## src/logic/sas_defines.vh

```
/*
 * Constants of the converter sequencer: register offsets, bit positions,
 * trigger encodings, state codes and conversion timing in clock states.
 * Assumes one state equals one ref_clk period.
 */
`ifndef SAS_DEFINES_VH
`define SAS_DEFINES_VH

// Register map, word offsets on the plain register port.
`define SAS_ADDR_CSR    4'h0
`define SAS_ADDR_TCR    4'h1
`define SAS_RES_BIT     3

// Control and status register bit positions.
`define SAS_B_FLAG      7
`define SAS_B_IE        6
`define SAS_B_START     5
`define SAS_B_SCAN      4
`define SAS_B_CLKSEL    3
`define SAS_B_GRP       2
`define SAS_B_CHH       1
`define SAS_B_CHL       0

// Trigger source encodings.
`define SAS_TRG_TIMER   2'h1
`define SAS_TRG_EXT     2'h3

// Sequencer states.
`define SAS_ST_IDLE     3'h0
`define SAS_ST_DELAY    3'h1
`define SAS_ST_SAMPLE   3'h2
`define SAS_ST_CONV     3'h3
`define SAS_ST_TAIL     3'h4
`define SAS_ST_GAP      3'h5

// Clock period and timing in states, clock select 0 then 1.
`define SAS_STATE_NS    25
`define SAS_DLY_BASE0   9'h00A
`define SAS_DLY_BASE1   9'h006
`define SAS_DLY_MASK0   3'h7
`define SAS_DLY_MASK1   3'h3
`define SAS_SPL0        9'h03F
`define SAS_SPL1        9'h01F
`define SAS_BIT0        9'h012
`define SAS_BIT1        9'h009
`define SAS_TAIL0       9'h006
`define SAS_TAIL1       9'h004
`define SAS_GAP0        9'h007
`define SAS_GAP1        9'h003
`define SAS_MSB         4'h9

`endif

```

## src/logic/sas_adc_sequencer.v

```verilog
/*
 * Control and sequencing logic of a 10-bit successive-approximation
 * converter: single and scan modes, start delay, sampling, bit decisions,
 * per-channel result storage, end flag and end interrupt.
 * Assumes an analog front end that follows chanSel, sampleHold and
 * dacCode and answers on compHigh, and a register master on ref_clk.
 */
`include "sas_defines.vh"

module sas_adc_sequencer (
    input  wire        ref_clk,
    input  wire        nrst,
    input  wire [3:0]  regAddr,
    input  wire [15:0] regWdata,
    input  wire        regWrite,
    input  wire        regRead,
    output reg  [15:0] regRdata,
    input  wire        timerTrigger,
    input  wire        externalTriggerPin,
    input  wire        compHigh,
    output reg  [9:0]  dacCode,
    output reg  [2:0]  chanSel,
    output reg         sampleHold,
    output reg         convEndIrq
);

    // ****************************************************************
    // Registers and internal state
    // ****************************************************************
    reg        convEndFlag;
    reg        endIntEnable;
    reg        convStart;
    reg        scanMode;
    reg        convClockSel;
    reg        groupSelect;
    reg        channelSelectHigh;
    reg        channelSelectLow;
    reg        trigSourceHigh;
    reg        trigSourceLow;
    reg        flagSeen;
    reg [9:0]  resultReg [0:7];
    reg [2:0]  state;
    reg [8:0]  cnt;
    reg [3:0]  bitIdx;
    reg [1:0]  chanIdx;
    reg [2:0]  presc;
    reg        trigMeta;
    reg        trigSync;
    reg        trigOld;
    reg        compMeta;
    reg        compSync;
    reg        next_start;
    reg        next_flag;
    reg        next_ie;
    integer    i;

    wire       csrWrite;
    wire       extFall;
    wire       trigFire;
    wire       phaseEnd;
    wire       convDone;
    wire       lastChan;
    wire [1:0] trigSrc;
    wire [8:0] dlyLen;

    // Picks the timing figure for the active clock select.
    function [8:0] pickLen;
        input       clkSel;
        input [8:0] lenSlow;
        input [8:0] lenFast;
        begin
            pickLen = clkSel ? lenFast : lenSlow;
        end
    endfunction

    assign csrWrite = regWrite && (regAddr == `SAS_ADDR_CSR);
    assign trigSrc  = {trigSourceHigh, trigSourceLow};
    assign extFall  = trigOld && !trigSync;
    assign trigFire = (trigSrc == `SAS_TRG_EXT && extFall) ||
                      (trigSrc == `SAS_TRG_TIMER && timerTrigger);
    assign phaseEnd = (cnt == 9'h001);
    assign convDone = convStart && (state == `SAS_ST_TAIL) && phaseEnd;
    assign lastChan = (chanIdx == {channelSelectHigh, channelSelectLow});

    // The delay pads to the next prescaler boundary, so its length depends
    // on when the start bit was set, by a write or a trigger.
    assign dlyLen = convClockSel ?
        (`SAS_DLY_BASE1 + {6'h00, `SAS_DLY_MASK1 - (presc & `SAS_DLY_MASK1)}) :
        (`SAS_DLY_BASE0 + {6'h00, `SAS_DLY_MASK0 - presc});

    // ****************************************************************
    // Pin synchronisers and prescaler
    // ****************************************************************
    always @(posedge ref_clk or negedge nrst) begin
        if (!nrst) begin
            trigMeta <= 1'b1;
            trigSync <= 1'b1;
            trigOld  <= 1'b1;
            compMeta <= 1'b0;
            compSync <= 1'b0;
            presc    <= 3'h0;
        end else begin
            trigMeta <= externalTriggerPin;
            trigSync <= trigMeta;
            trigOld  <= trigSync;
            compMeta <= compHigh;
            compSync <= compMeta;
            presc    <= presc + 3'h1;
        end
    end

    // ****************************************************************
    // Next values of start, flag and enable
    // ****************************************************************
    always @* begin
        next_start = convStart;
        next_flag  = convEndFlag;
        next_ie    = endIntEnable;
        if (csrWrite) begin
            next_start = regWdata[`SAS_B_START];
            next_ie    = regWdata[`SAS_B_IE];
            if (!regWdata[`SAS_B_FLAG] && flagSeen) begin
                next_flag = 1'b0;
            end
        end
        if (convDone && !scanMode) begin
            next_start = 1'b0;
        end
        if (trigFire) begin
            next_start = 1'b1;
        end
        if (convDone && (!scanMode || lastChan)) begin
            next_flag = 1'b1;
        end
    end

    // ****************************************************************
    // Register file
    // ****************************************************************
    always @(posedge ref_clk or negedge nrst) begin
        if (!nrst) begin
            convStart         <= 1'b0;
            convEndFlag       <= 1'b0;
            endIntEnable      <= 1'b0;
            convEndIrq        <= 1'b0;
            scanMode          <= 1'b0;
            convClockSel      <= 1'b0;
            groupSelect       <= 1'b0;
            channelSelectHigh <= 1'b0;
            channelSelectLow  <= 1'b0;
            trigSourceHigh    <= 1'b0;
            trigSourceLow     <= 1'b0;
            flagSeen          <= 1'b0;
            regRdata          <= 16'h0000;
        end else begin
            convStart    <= next_start;
            convEndFlag  <= next_flag;
            endIntEnable <= next_ie;
            convEndIrq   <= next_flag && next_ie;
            if (csrWrite) begin
                scanMode          <= regWdata[`SAS_B_SCAN];
                convClockSel      <= regWdata[`SAS_B_CLKSEL];
                groupSelect       <= regWdata[`SAS_B_GRP];
                channelSelectHigh <= regWdata[`SAS_B_CHH];
                channelSelectLow  <= regWdata[`SAS_B_CHL];
                flagSeen          <= 1'b0;
            end else if (regRead && regAddr == `SAS_ADDR_CSR && convEndFlag) begin
                flagSeen <= 1'b1;
            end
            if (regWrite && regAddr == `SAS_ADDR_TCR) begin
                trigSourceHigh <= regWdata[1];
                trigSourceLow  <= regWdata[0];
            end
            if (regRead) begin
                if (regAddr == `SAS_ADDR_CSR) begin
                    regRdata <= {8'h00, convEndFlag, endIntEnable, convStart,
                                 scanMode, convClockSel, groupSelect,
                                 channelSelectHigh, channelSelectLow};
                end else if (regAddr == `SAS_ADDR_TCR) begin
                    regRdata <= {14'h0000, trigSourceHigh, trigSourceLow};
                end else if (regAddr[`SAS_RES_BIT]) begin
                    regRdata <= {6'h00, resultReg[regAddr[2:0]]};
                end else begin
                    regRdata <= 16'h0000;
                end
            end else begin
                regRdata <= 16'h0000;
            end
        end
    end

    // ****************************************************************
    // Conversion sequencer
    // ****************************************************************
    always @(posedge ref_clk or negedge nrst) begin
        if (!nrst) begin
            state      <= `SAS_ST_IDLE;
            cnt        <= 9'h000;
            bitIdx     <= 4'h0;
            chanIdx    <= 2'h0;
            chanSel    <= 3'h0;
            dacCode    <= 10'h000;
            sampleHold <= 1'b0;
            for (i = 0; i < 8; i = i + 1) begin
                resultReg[i] <= 10'h000;
            end
        end else begin
            if (state == `SAS_ST_IDLE) begin
                chanSel <= scanMode ? {groupSelect, 2'h0} :
                           {groupSelect, channelSelectHigh, channelSelectLow};
            end else if (scanMode) begin
                chanSel <= {groupSelect, chanIdx};
            end
            if (!convStart && state != `SAS_ST_IDLE) begin
                state      <= `SAS_ST_IDLE;
                sampleHold <= 1'b0;
            end else begin
                case (state)
                    `SAS_ST_IDLE: begin
                        if (convStart) begin
                            state   <= `SAS_ST_DELAY;
                            chanIdx <= 2'h0;
                            // The idle cycle that sees the start is the first
                            // delay state.
                            cnt     <= dlyLen - 9'h001;
                        end
                    end
                    `SAS_ST_DELAY, `SAS_ST_GAP: begin
                        if (phaseEnd) begin
                            state      <= `SAS_ST_SAMPLE;
                            sampleHold <= 1'b1;
                            cnt        <= pickLen(convClockSel, `SAS_SPL0,
                                                  `SAS_SPL1);
                        end else begin
                            cnt <= cnt - 9'h001;
                        end
                    end
                    `SAS_ST_SAMPLE: begin
                        if (phaseEnd) begin
                            state      <= `SAS_ST_CONV;
                            sampleHold <= 1'b0;
                            bitIdx     <= `SAS_MSB;
                            dacCode    <= 10'h200;
                            cnt        <= pickLen(convClockSel, `SAS_BIT0,
                                                  `SAS_BIT1);
                        end else begin
                            cnt <= cnt - 9'h001;
                        end
                    end
                    `SAS_ST_CONV: begin
                        if (phaseEnd) begin
                            dacCode[bitIdx] <= compSync;
                            if (bitIdx == 4'h0) begin
                                state <= `SAS_ST_TAIL;
                                cnt   <= pickLen(convClockSel, `SAS_TAIL0,
                                                 `SAS_TAIL1);
                            end else begin
                                dacCode[bitIdx - 4'h1] <= 1'b1;
                                bitIdx <= bitIdx - 4'h1;
                                cnt    <= pickLen(convClockSel, `SAS_BIT0,
                                                  `SAS_BIT1);
                            end
                        end else begin
                            cnt <= cnt - 9'h001;
                        end
                    end
                    `SAS_ST_TAIL: begin
                        if (phaseEnd) begin
                            resultReg[chanSel] <= dacCode;
                            if (scanMode) begin
                                state   <= `SAS_ST_GAP;
                                chanIdx <= lastChan ? 2'h0 :
                                           chanIdx + 2'h1;
                                cnt     <= pickLen(convClockSel, `SAS_GAP0,
                                                   `SAS_GAP1);
                            end else begin
                                state <= `SAS_ST_IDLE;
                            end
                        end else begin
                            cnt <= cnt - 9'h001;
                        end
                    end
                    default: begin
                        state <= `SAS_ST_IDLE;
                    end
                endcase
            end
        end
    end

endmodule // sas_adc_sequencer

```

## config.mk

```make
export PLATFORM = sky130hd
export DESIGN_NAME = sas_adc_sequencer
export DESIGN_NICKNAME = d
export VERILOG_FILES = /design/src/logic/sas_adc_sequencer.v
export VERILOG_INCLUDE_DIRS = /design/src /design/src/logic
export SDC_FILE = /design/constraint.sdc
export NUM_CORES = 1
export LEC_CHECK = 0
export BUFFER_PORTS_ARGS = -buffer_cell sky130_fd_sc_hd__buf_2
export CAP_MARGIN = 20
export CORE_MARGIN = 2
export CORE_UTILIZATION = 60
export DETAILED_ROUTE_END_ITERATION = 10
export PLACE_DENSITY = 0.8
export SLEW_MARGIN = 20
export SYNTH_ARGS = -nofsm -noshare
export SYNTH_HDL_FRONTEND = slang
export SYNTH_SLANG_ARGS = --single-unit
```

## constraint.sdc

```tcl
create_clock -name ref_clk -period 2.7 [get_ports ref_clk]
set_input_delay 0.27 -clock ref_clk [delete_from_list [all_inputs] [get_ports ref_clk]]
set_output_delay 0.27 -clock ref_clk [all_outputs]
set_load 0.005 [all_outputs]
```

# Yosys cells after proc, flatten, opt, wreduce, memory -nomap -nowiden
# Cells that the tools add are included.
# word_totals
register_bits,148
out_inout_bits,31
wordCells,185
# classes
addsub,9
order_cmp,7
eq_ne,23
n_mux,66
n_bitwise,4
n_reduce_logical,42
# op_table
op,n
two-way mux 10 bit,9
bitwise mux 80 bit,1
two-way mux 9 bit,6
one-hot mux 9 bit (5 select lines),1
two-way mux 3 bit,11
binary-select mux 10 bit (select 3 bit),1
demux 10 bit (select 3 bit),1
one-hot mux 10 bit (2 select lines),1
logical AND 1 bit,17
two-way mux 16 bit,1
two-way mux 5 bit,3
"!= test 3 bit, second input constant",5
one-hot mux 3 bit (5 select lines),1
two-way mux 1 bit,14
two-way mux 2 bit,6
two-way mux 4 bit,3
"!= test 2 bit, second input constant",6
bitwise mux 10 bit,1
"< comparator 4 x 5 -> 1 bit, second input constant",2
OR 10 bit,1
AND reduction 5 bit,2
"== test 9 x 1 -> 1 bit, second input constant",1
nonzero test 3 bit,3
"subtractor 9 x 1 -> 9 bit, second input constant",1
other kinds (36),53

# Depth between registers and ports, before layout
# Gate-level depths: netlist of run 1.
# logic_depth
ltp_word,9
depth_mapped,8
mapped_depth_nobuf,7

# Worst setup path after synthesis of run 1
# Ideal clock, no wire load.
# synth_path
kind,register -> register
startpoint,register state[2]
endpoint,register resultReg[10] in the netlist's numbering
arrival_ns,2.241
required_ns,2.575
setup_slack_ns,0.334
stages_incl_launch_ff,9
path_cell_list,dfrtp_1 -> buf_4 -> or3b_1 -> buf_2 -> nor4_4 -> nand3_2 -> nor3b_2 -> buf_4 -> mux2_2
# synth_via
elab_chain_cells,4
word_cells_on_any_way,5
# synth_rtl
element,line_no,rtl
start: declaration,sas_adc_sequencer.v:42,reg [2:0] state;
start signal: assignment,sas_adc_sequencer.v:197,state <= `SAS_ST_IDLE;
start signal: assignment,sas_adc_sequencer.v:215,state <= `SAS_ST_IDLE;
start signal: assignment,sas_adc_sequencer.v:221,state <= `SAS_ST_DELAY;
nonzero test 3 bit (no source line),n/a,
logical AND 1 bit (no source line),n/a,
NOT 1 bit (no source line),n/a,
AND reduction 3 bit (no source line) *,n/a,
end signal: indexed assignment,sas_adc_sequencer.v:269,resultReg[chanSel] <= dacCode;
end: declaration,sas_adc_sequencer.v:41,reg [9:0] resultReg [0:7];
# Mark *: on every way between the ends. The rest lies on a longest branch, timed or not.
# A chain may end at the register's enable or synchronous reset.

# Worst setup path after layout of run 1
# layout_path
startpoint,register cnt[5]
endpoint,register resultReg[50] in the netlist's numbering
# layout_via
elab_chain_cells,2
# layout_rtl
element,line_no,rtl
start: declaration,sas_adc_sequencer.v:43,reg [8:0] cnt;
start signal: assignment,sas_adc_sequencer.v:225,cnt <= dlyLen - 9'h001;
start signal: assignment,sas_adc_sequencer.v:232,"cnt <= pickLen(convClockSel, `SAS_SPL0,"
start signal: assignment,sas_adc_sequencer.v:235,cnt <= cnt - 9'h001;
== test 9 x 1 -> 1 bit,sas_adc_sequencer.v:81,assign phaseEnd = (cnt == 9'h001);
AND reduction 3 bit (no source line),n/a,
# Every way passes these cells.

==> results of run 1 <==
sequential cells by signal (all words and copies together) (netlist names), 2 cells and up:
register   cells
bitIdx         4
resultReg     80
cnt            9
chanIdx        2
regRdata      10
dacCode       10
presc          3
state          3
chanSel        3
cell usage after synthesis, types with 8 or more instances:
cell type and n:
dfrtp_1 139, mux2_2 93, nand2_1 48, o21ai_0 38, a21oi_1 34, clkbuf_1 25
nor2_1 23, inv_1 21, mux4_2 20, mux2i_1 12, nor3_1 11, ha_1 10
buf_4 8
cells by family (layout without fill, tap and decap cells):
| group | Yosys count | in the layout | share of synthesized area, % |
|---|---|---|---|
| other cells | 1 | 6 | 0.0524 |
| fa+ha+maj | 10 | 10 | 1.75 |
| mux | 126 | 126 | 22.8 |
| compound gates | 127 | 127 | 11.2 |
| buf+inv | 60 | 125 | 3.60 |
| xor+xnor | 5 | 5 | 0.612 |
| simple gates | 133 | 133 | 10.3 |
| flops | 142 | 142 | 49.7 |
through the flow:
step / util, % / instances / hold WS (ns) / area, um^2
3_3_place_gp: 66.1 / 782 / 0.128 / 7610
3_5_place_dp: 66.1 / 782 / 0.129 / 7610
5_1_grt: 71.9 / 817 / 0.0694 / 8280
4_1_cts: 71.9 / 817 / 0.0552 / 8280
2_1_floorplan: - / 609 / -0.0256 / 7170
6_report: 71.9 / 817 / 0.0633 / 8280
per-layer routing:
| metal | global-route usage, % | vias to the layer above | share of wire [%] |
|---|---|---|---|
| met3 | 6.48 | 33 | 5.9 |
| met1 | 37.6 | 2631 | 42 |
| met5 | 0 | - | 0 |
| li1 | - | 2332 | - |
| met4 | 10.2 | 0 | 2.3 |
| met2 | 45.3 | 171 | 49 |
final timing paths:
kind | from | endpoint | slack [ns] | cells past startpoint
max | cnt[5]$_DFFE_PN0P_ | resultReg[50]$_DFFE_PN0P_ | 0.31 | 5
min | regWrite | flagSeen$_DFFE_PN0P_ | 0.06 | 2
max reg2reg | cnt[5]$_DFFE_PN0P_ | resultReg[50]$_DFFE_PN0P_ | 0.31 | 5
min reg2reg | compMeta$_DFF_PN0_ | compSync$_DFF_PN0_ | 0.35 | 0
max in group asynchronous | nrst | trigMeta$_DFF_PN1_ | 1.66 | 3
min in group asynchronous | nrst | cnt[3]$_DFFE_PN0P_ | 0.25 | 2
cell type report:
| cell class | instances | area, um^2 | share of cell area [%] |
|---|---|---|---|
| clock inverter | 12 | 183 | 2.21 |
| timing repair buffer | 72 | 472 | 5.69 |
| clock buffer | 20 | 457 | 5.51 |
| tap | 143 | 179 | 2.16 |
| sequential | 142 | 3560 | 42.9 |
| inverter | 21 | 78.8 | 0.952 |
| multi-input combinational | 407 | 3360 | 40.5 |
power groups by stage:
stage          registers, mW  logic, mW  clock network (mW)
2_1_floorplan           2.47       1.08                   0
5_1_grt                 2.56       1.69                2.64
3_5_place_dp            2.57       1.49                   0
3_3_place_gp            2.55       1.45                   0
4_1_cts                 2.53       1.51                2.53
6_report                2.54       1.52                2.50
timing repair:
action | 4_1_cts | 5_1_grt
hold endpoints to repair | 20 | 0
hold buffers | 3 | 0
buffers inserted | 0 | 0
==> metrics, run 1 <==
Hold Path Class in -> reg; EDFF count, synth 0; clock net sink count 142; yosys synthesis warning count 0; Yosys reg bits 142; WL final 16,700 um; internal power 4.50 mW; Antenna Violating Nets Remaining 0; Post-DP HPWL 10,900 um; Layout Skew 0.00722 ns; Via Count 5,167; GRT Resource Usage Total 28.1%; effective utilization at floorplan 62.1%; post-synthesis average cell area 11.8 um^2; Die Wd 113 um; min setup slack post-route 0.305 ns; H-tree level count 4; headroom to the max-slew limit 56.6%; DRT iter0 DRCs 403; unrepaired setup endpoints after global routing no; post-cts resize count 0; final RePlAce weighted congestion 0.866; Max clock buf depth 2; Seq/Total Area, Yosys 49.7%; worst slew pin tran 0.644 ns; CP Class reg -> reg; most frequent cells in the layout 139 x dfrtp_1, 93 x mux2_2, 48 x nand2_1, 42 x buf_2, 38 x o21ai_0; Cells after Synth 604; Worst Path Buf+Inv 1; die area 12,800 um^2; switching share of total power 31.4%; commonest non-fill, non-tap cell in the layout dfrtp_1; I/O Buffers 43; final net count 698; Clock Latency Late Sink 0.43 ns; combinational power share 23.2%; Worst EP arrival 2.70 ns; layout cells sized above 1 33.8%; clock power share 38.1%; Final Hold Viols 0; Layout area overhead 15.8%; Power Density 792 nW/um^2; Synth cell types 68; failing checks DRC; final-report setup violation count 0; Vias/cell 6.32; wire length of the first global-routing pass 27,600 um; crit-path cells or3_1 > nor4_4 > buf_4 > nand4_2 > mux2_2; Place WS 0.364 ns; Synth async-reset ratio 100%; fin crit period 2.39 ns; crit path max fanout 10; pin count of the biggest net entering global routing 82; Post-synth top flop dfrtp_1; Inserted Diodes 0; Clock transition at path regs 0.06 ns; Fin Setup TNS 0 ns; worst endpoint required time 3.01 ns; DRC viols 4; Highest Clock Rate 418 MHz; maximum VDD drop 0.562 mV; Core ar. 11,500 um^2; family with the most delay on the worst path simple AND/OR/NAND/NOR gates; status finished with violations; net switching power 2.06 mW; Fill cells 765; initial antenna violation count 0; Power, Total 6.56 mW; max cap viols 0; final worst-path cycle share 88.7%; clk root buf clkbuf_16; Worst path max stage delay 0.47 ns; die height 113 um; Area contributors post-synth dfrtp_1 49%, mux2_2 15%, mux4_2 6.3%; Final Max Tran Viols 0; Seq pwr share 38.7%; Worst setup SP type register; total CTS buffers 17; Overflow after GRT 0; leakage power 3.89 nW; DRT Pass-1 Iters 7; Row Count 39; Post-Syn Area 7150 um^2; CTS tree yes; post-synth top area share 48.6%; post-synth top area cell dfrtp_1; # IOs 58; crit path capture type register; CP max-delay cell or3_1; vias in the first global route 5,301; routed length per instance 20.4 um
(Power assumes the default switching activity.)
==> inputs of run 2 (changes only) <==
--- a/config.mk
+++ b/config.mk
@@ -9,9 +9,9 @@
 export BUFFER_PORTS_ARGS = -buffer_cell sky130_fd_sc_hd__buf_2
 export CAP_MARGIN = 20
 export CORE_MARGIN = 2
-export CORE_UTILIZATION = 60
+export CORE_UTILIZATION = 50
 export DETAILED_ROUTE_END_ITERATION = 10
-export PLACE_DENSITY = 0.8
+export PLACE_DENSITY = 0.68
 export SLEW_MARGIN = 20
 export SYNTH_ARGS = -nofsm -noshare
 export SYNTH_HDL_FRONTEND = slang
==> metrics, run 2 (synthesis results as in run 1) <==
worst reg2reg endpoint resultReg[75]$_DFFE_PN0P_; Overflow after GRT 0 (unchanged); # IOs 58 (unchanged); DRC viols 0 (-4); post-cts resize count 0 (unchanged); Post-DP HPWL 10,700 um (-1.6%); wire length on met3 883 um (-11%); Power, Total 6.37 mW (-2.9%); final net count 696 (-0.29%); Top Metal Used met4; DR WL met2 7870 um (-4.5%); Inserted Diodes 0 (unchanged); Clock Latency Late Sink 0.42 ns (about the same); hold path cells 2 (unchanged); Fin Setup TNS 0 ns (unchanged); final-report setup violation count 0 (unchanged); DRT iter0 DRCs 492 (+22%); unrepaired setup endpoints after global routing no; initial antenna violation count 0 (unchanged); headroom to the max-slew limit 58.2% (+1.5 points); internal power 4.26 mW (-5.4%); Via Count 5,156 (-0.21%); worst reg-to-reg path cell count 5 (unchanged); leakage power 3.84 nW (-1.3%); Clock transition at path regs 0.06 ns (about the same); wl on met1 7280 um (+2.9%); Hold-fix buffers, CTS 3 (unchanged); routed length per instance 19.1 um (-6.6%); pin count of the biggest net entering global routing 61 (-26%); maximum VDD drop 0.566 mV (+0.64%); worst endpoint required time 3.00 ns (about the same); Highest Clock Rate 396 MHz (-5.3%); Max clock buf depth 2 (unchanged); switching share of total power 33.1% (+1.7 points); Largest regs resultReg x80, dacCode x10, regRdata x10; CTS tree yes; register with the most flip-flops resultReg; Layout area overhead 15.3%; final RePlAce weighted congestion 0.876 (+1.2%); Worst setup SP type register; net switching power 2.11 mW (+2.4%); DRT Pass-1 Iters 6 (-1); final worst-path cycle share 93.6% (+5.0 points); crit path max fanout 10 (unchanged); min setup slack post-route 0.172 ns (-0.134 ns); Reg2Reg Launch Point cnt[5]$_DFFE_PN0P_; I/O Buffers 43 (unchanged); Hold Slack 0.0656 ns (+0.00235 ns); Largest register FFs 80 (unchanged); DP Cell Count 817 (+4.5%); die area 15,300 um^2 (+19%); clock net sink count 142 (unchanged); wire length of the first global-routing pass 26,500 um (-4.2%); Worst EP arrival 2.83 ns (+0.13 ns); max cap viols 0 (unchanged); fin crit period 2.53 ns (+0.134 ns); hold path start regWrite; die height 124 um (+9.2%); Place WS 0.295 ns (-0.0689 ns); most frequent cells in the layout 139 x dfrtp_1, 93 x mux2_2, 48 x nand2_1, 42 x buf_2, 38 x o21ai_0; worst slew pin tran 0.626 ns (-0.0185 ns); clock power share 36.4% (-1.7 points); Power Density 772 nW/um^2 (-2.5%); effective utilization at floorplan 51.3% (-11 points); total CTS buffers 17 (unchanged); vias in the first global route 5,028 (-5.1%); CP Class reg -> reg; Post-CTS Setup Inserts 0 (unchanged); Vias/cell 6.05 (-4.3%); Core ar. 13,900 um^2 (+21%); WL final 16,300 um (-2.6%); GRT Resource Usage Total 23.1% (-5.0 points); fin cells 852 (+4.3%); Seq pwr share 39.8% (+1.1 points); clk root buf clkbuf_16; worst reg2reg setup slack 0.17 ns (-0.13 ns); combinational power share 23.8% (+0.6 points); layout cells sized above 1 33.6% (-0.20 points); Die Wd 124 um (+9.2%); Row Count 43 (+10%); commonest non-fill, non-tap cell in the layout dfrtp_1; Hold Path Class in -> reg; Antenna Violating Nets Remaining 0 (unchanged); H-tree level count 4 (unchanged); Final Hold Viols 0 (unchanged); status complete, no violations; Worst Hold End flagSeen$_DFFE_PN0P_; Final Max Tran Viols 0 (unchanged); crit path capture type register; Layout Skew 0.0118 ns (+0.00458 ns)
==> run 2: stage by stage <==
step | area [um^2] | utilization [%]
after floorplan | 7170 | -
final | 8250 | 59.2
after CTS | 8250 | 59.2
after detailed placement | 7630 | 54.8
after global placement | 7630 | 54.8
after global routing | 8250 | 59.2
==> run 2: per-layer routing <==
layer | vias up | GRT usage [%]
met3 | 21 | 5.68
met2 | 160 | 36.8
met1 | 2641 | 31.2
met4 | 0 | 7.32
li1 | 2334 | -
met5 | - | 0
==> run 2: how the worst max path moves through the flow <==
stage	slack, ns	depth (start not counted)	startpoint	end
4_1_cts	0.25	5	cnt[5]$_DFFE_PN0P_	resultReg[75]$_DFFE_PN0P_
6_report	0.17	5	cnt[5]$_DFFE_PN0P_	resultReg[75]$_DFFE_PN0P_
2_1_floorplan	0.33	8	state[2]$_DFFE_PN0P_	resultReg[10]$_DFFE_PN0P_
5_1_grt	0.02	5	cnt[5]$_DFFE_PN0P_	resultReg[75]$_DFFE_PN0P_
3_3_place_gp	0.34	5	cnt[5]$_DFFE_PN0P_	resultReg[59]$_DFFE_PN0P_
3_5_place_dp	0.29	5	cnt[5]$_DFFE_PN0P_	resultReg[51]$_DFFE_PN0P_
==> run 2: power groups by stage <==
stage | combinational (mW) | clock (mW) | sequential, mW
after global routing | 1.68 | 2.47 | 2.57
after global placement | 1.45 | 0 | 2.55
after floorplan | 1.08 | 0 | 2.47
after detailed placement | 1.48 | 0 | 2.57
final | 1.52 | 2.32 | 2.53
after CTS | 1.50 | 2.36 | 2.53
==> run 2: worst max-delay path, stage by stage (launching register included) <==
cell and delay (ns):
dfrtp_1 0.44, nor3_1 0.48, nand3_1 0.36, nor3_1 0.28
nand2_1 0.42, mux2_2 0.43
==> run 2: area by class of cell <==
cell class              count  area (um^2)
fillers                  1076         5680
flip-flops and latches    142         3560
multi-input cells         407         3360
repair buffers             70          444
clock buffers              18          429
well taps                 180          225
clock inverters            14          158
inverters                  21         78.8
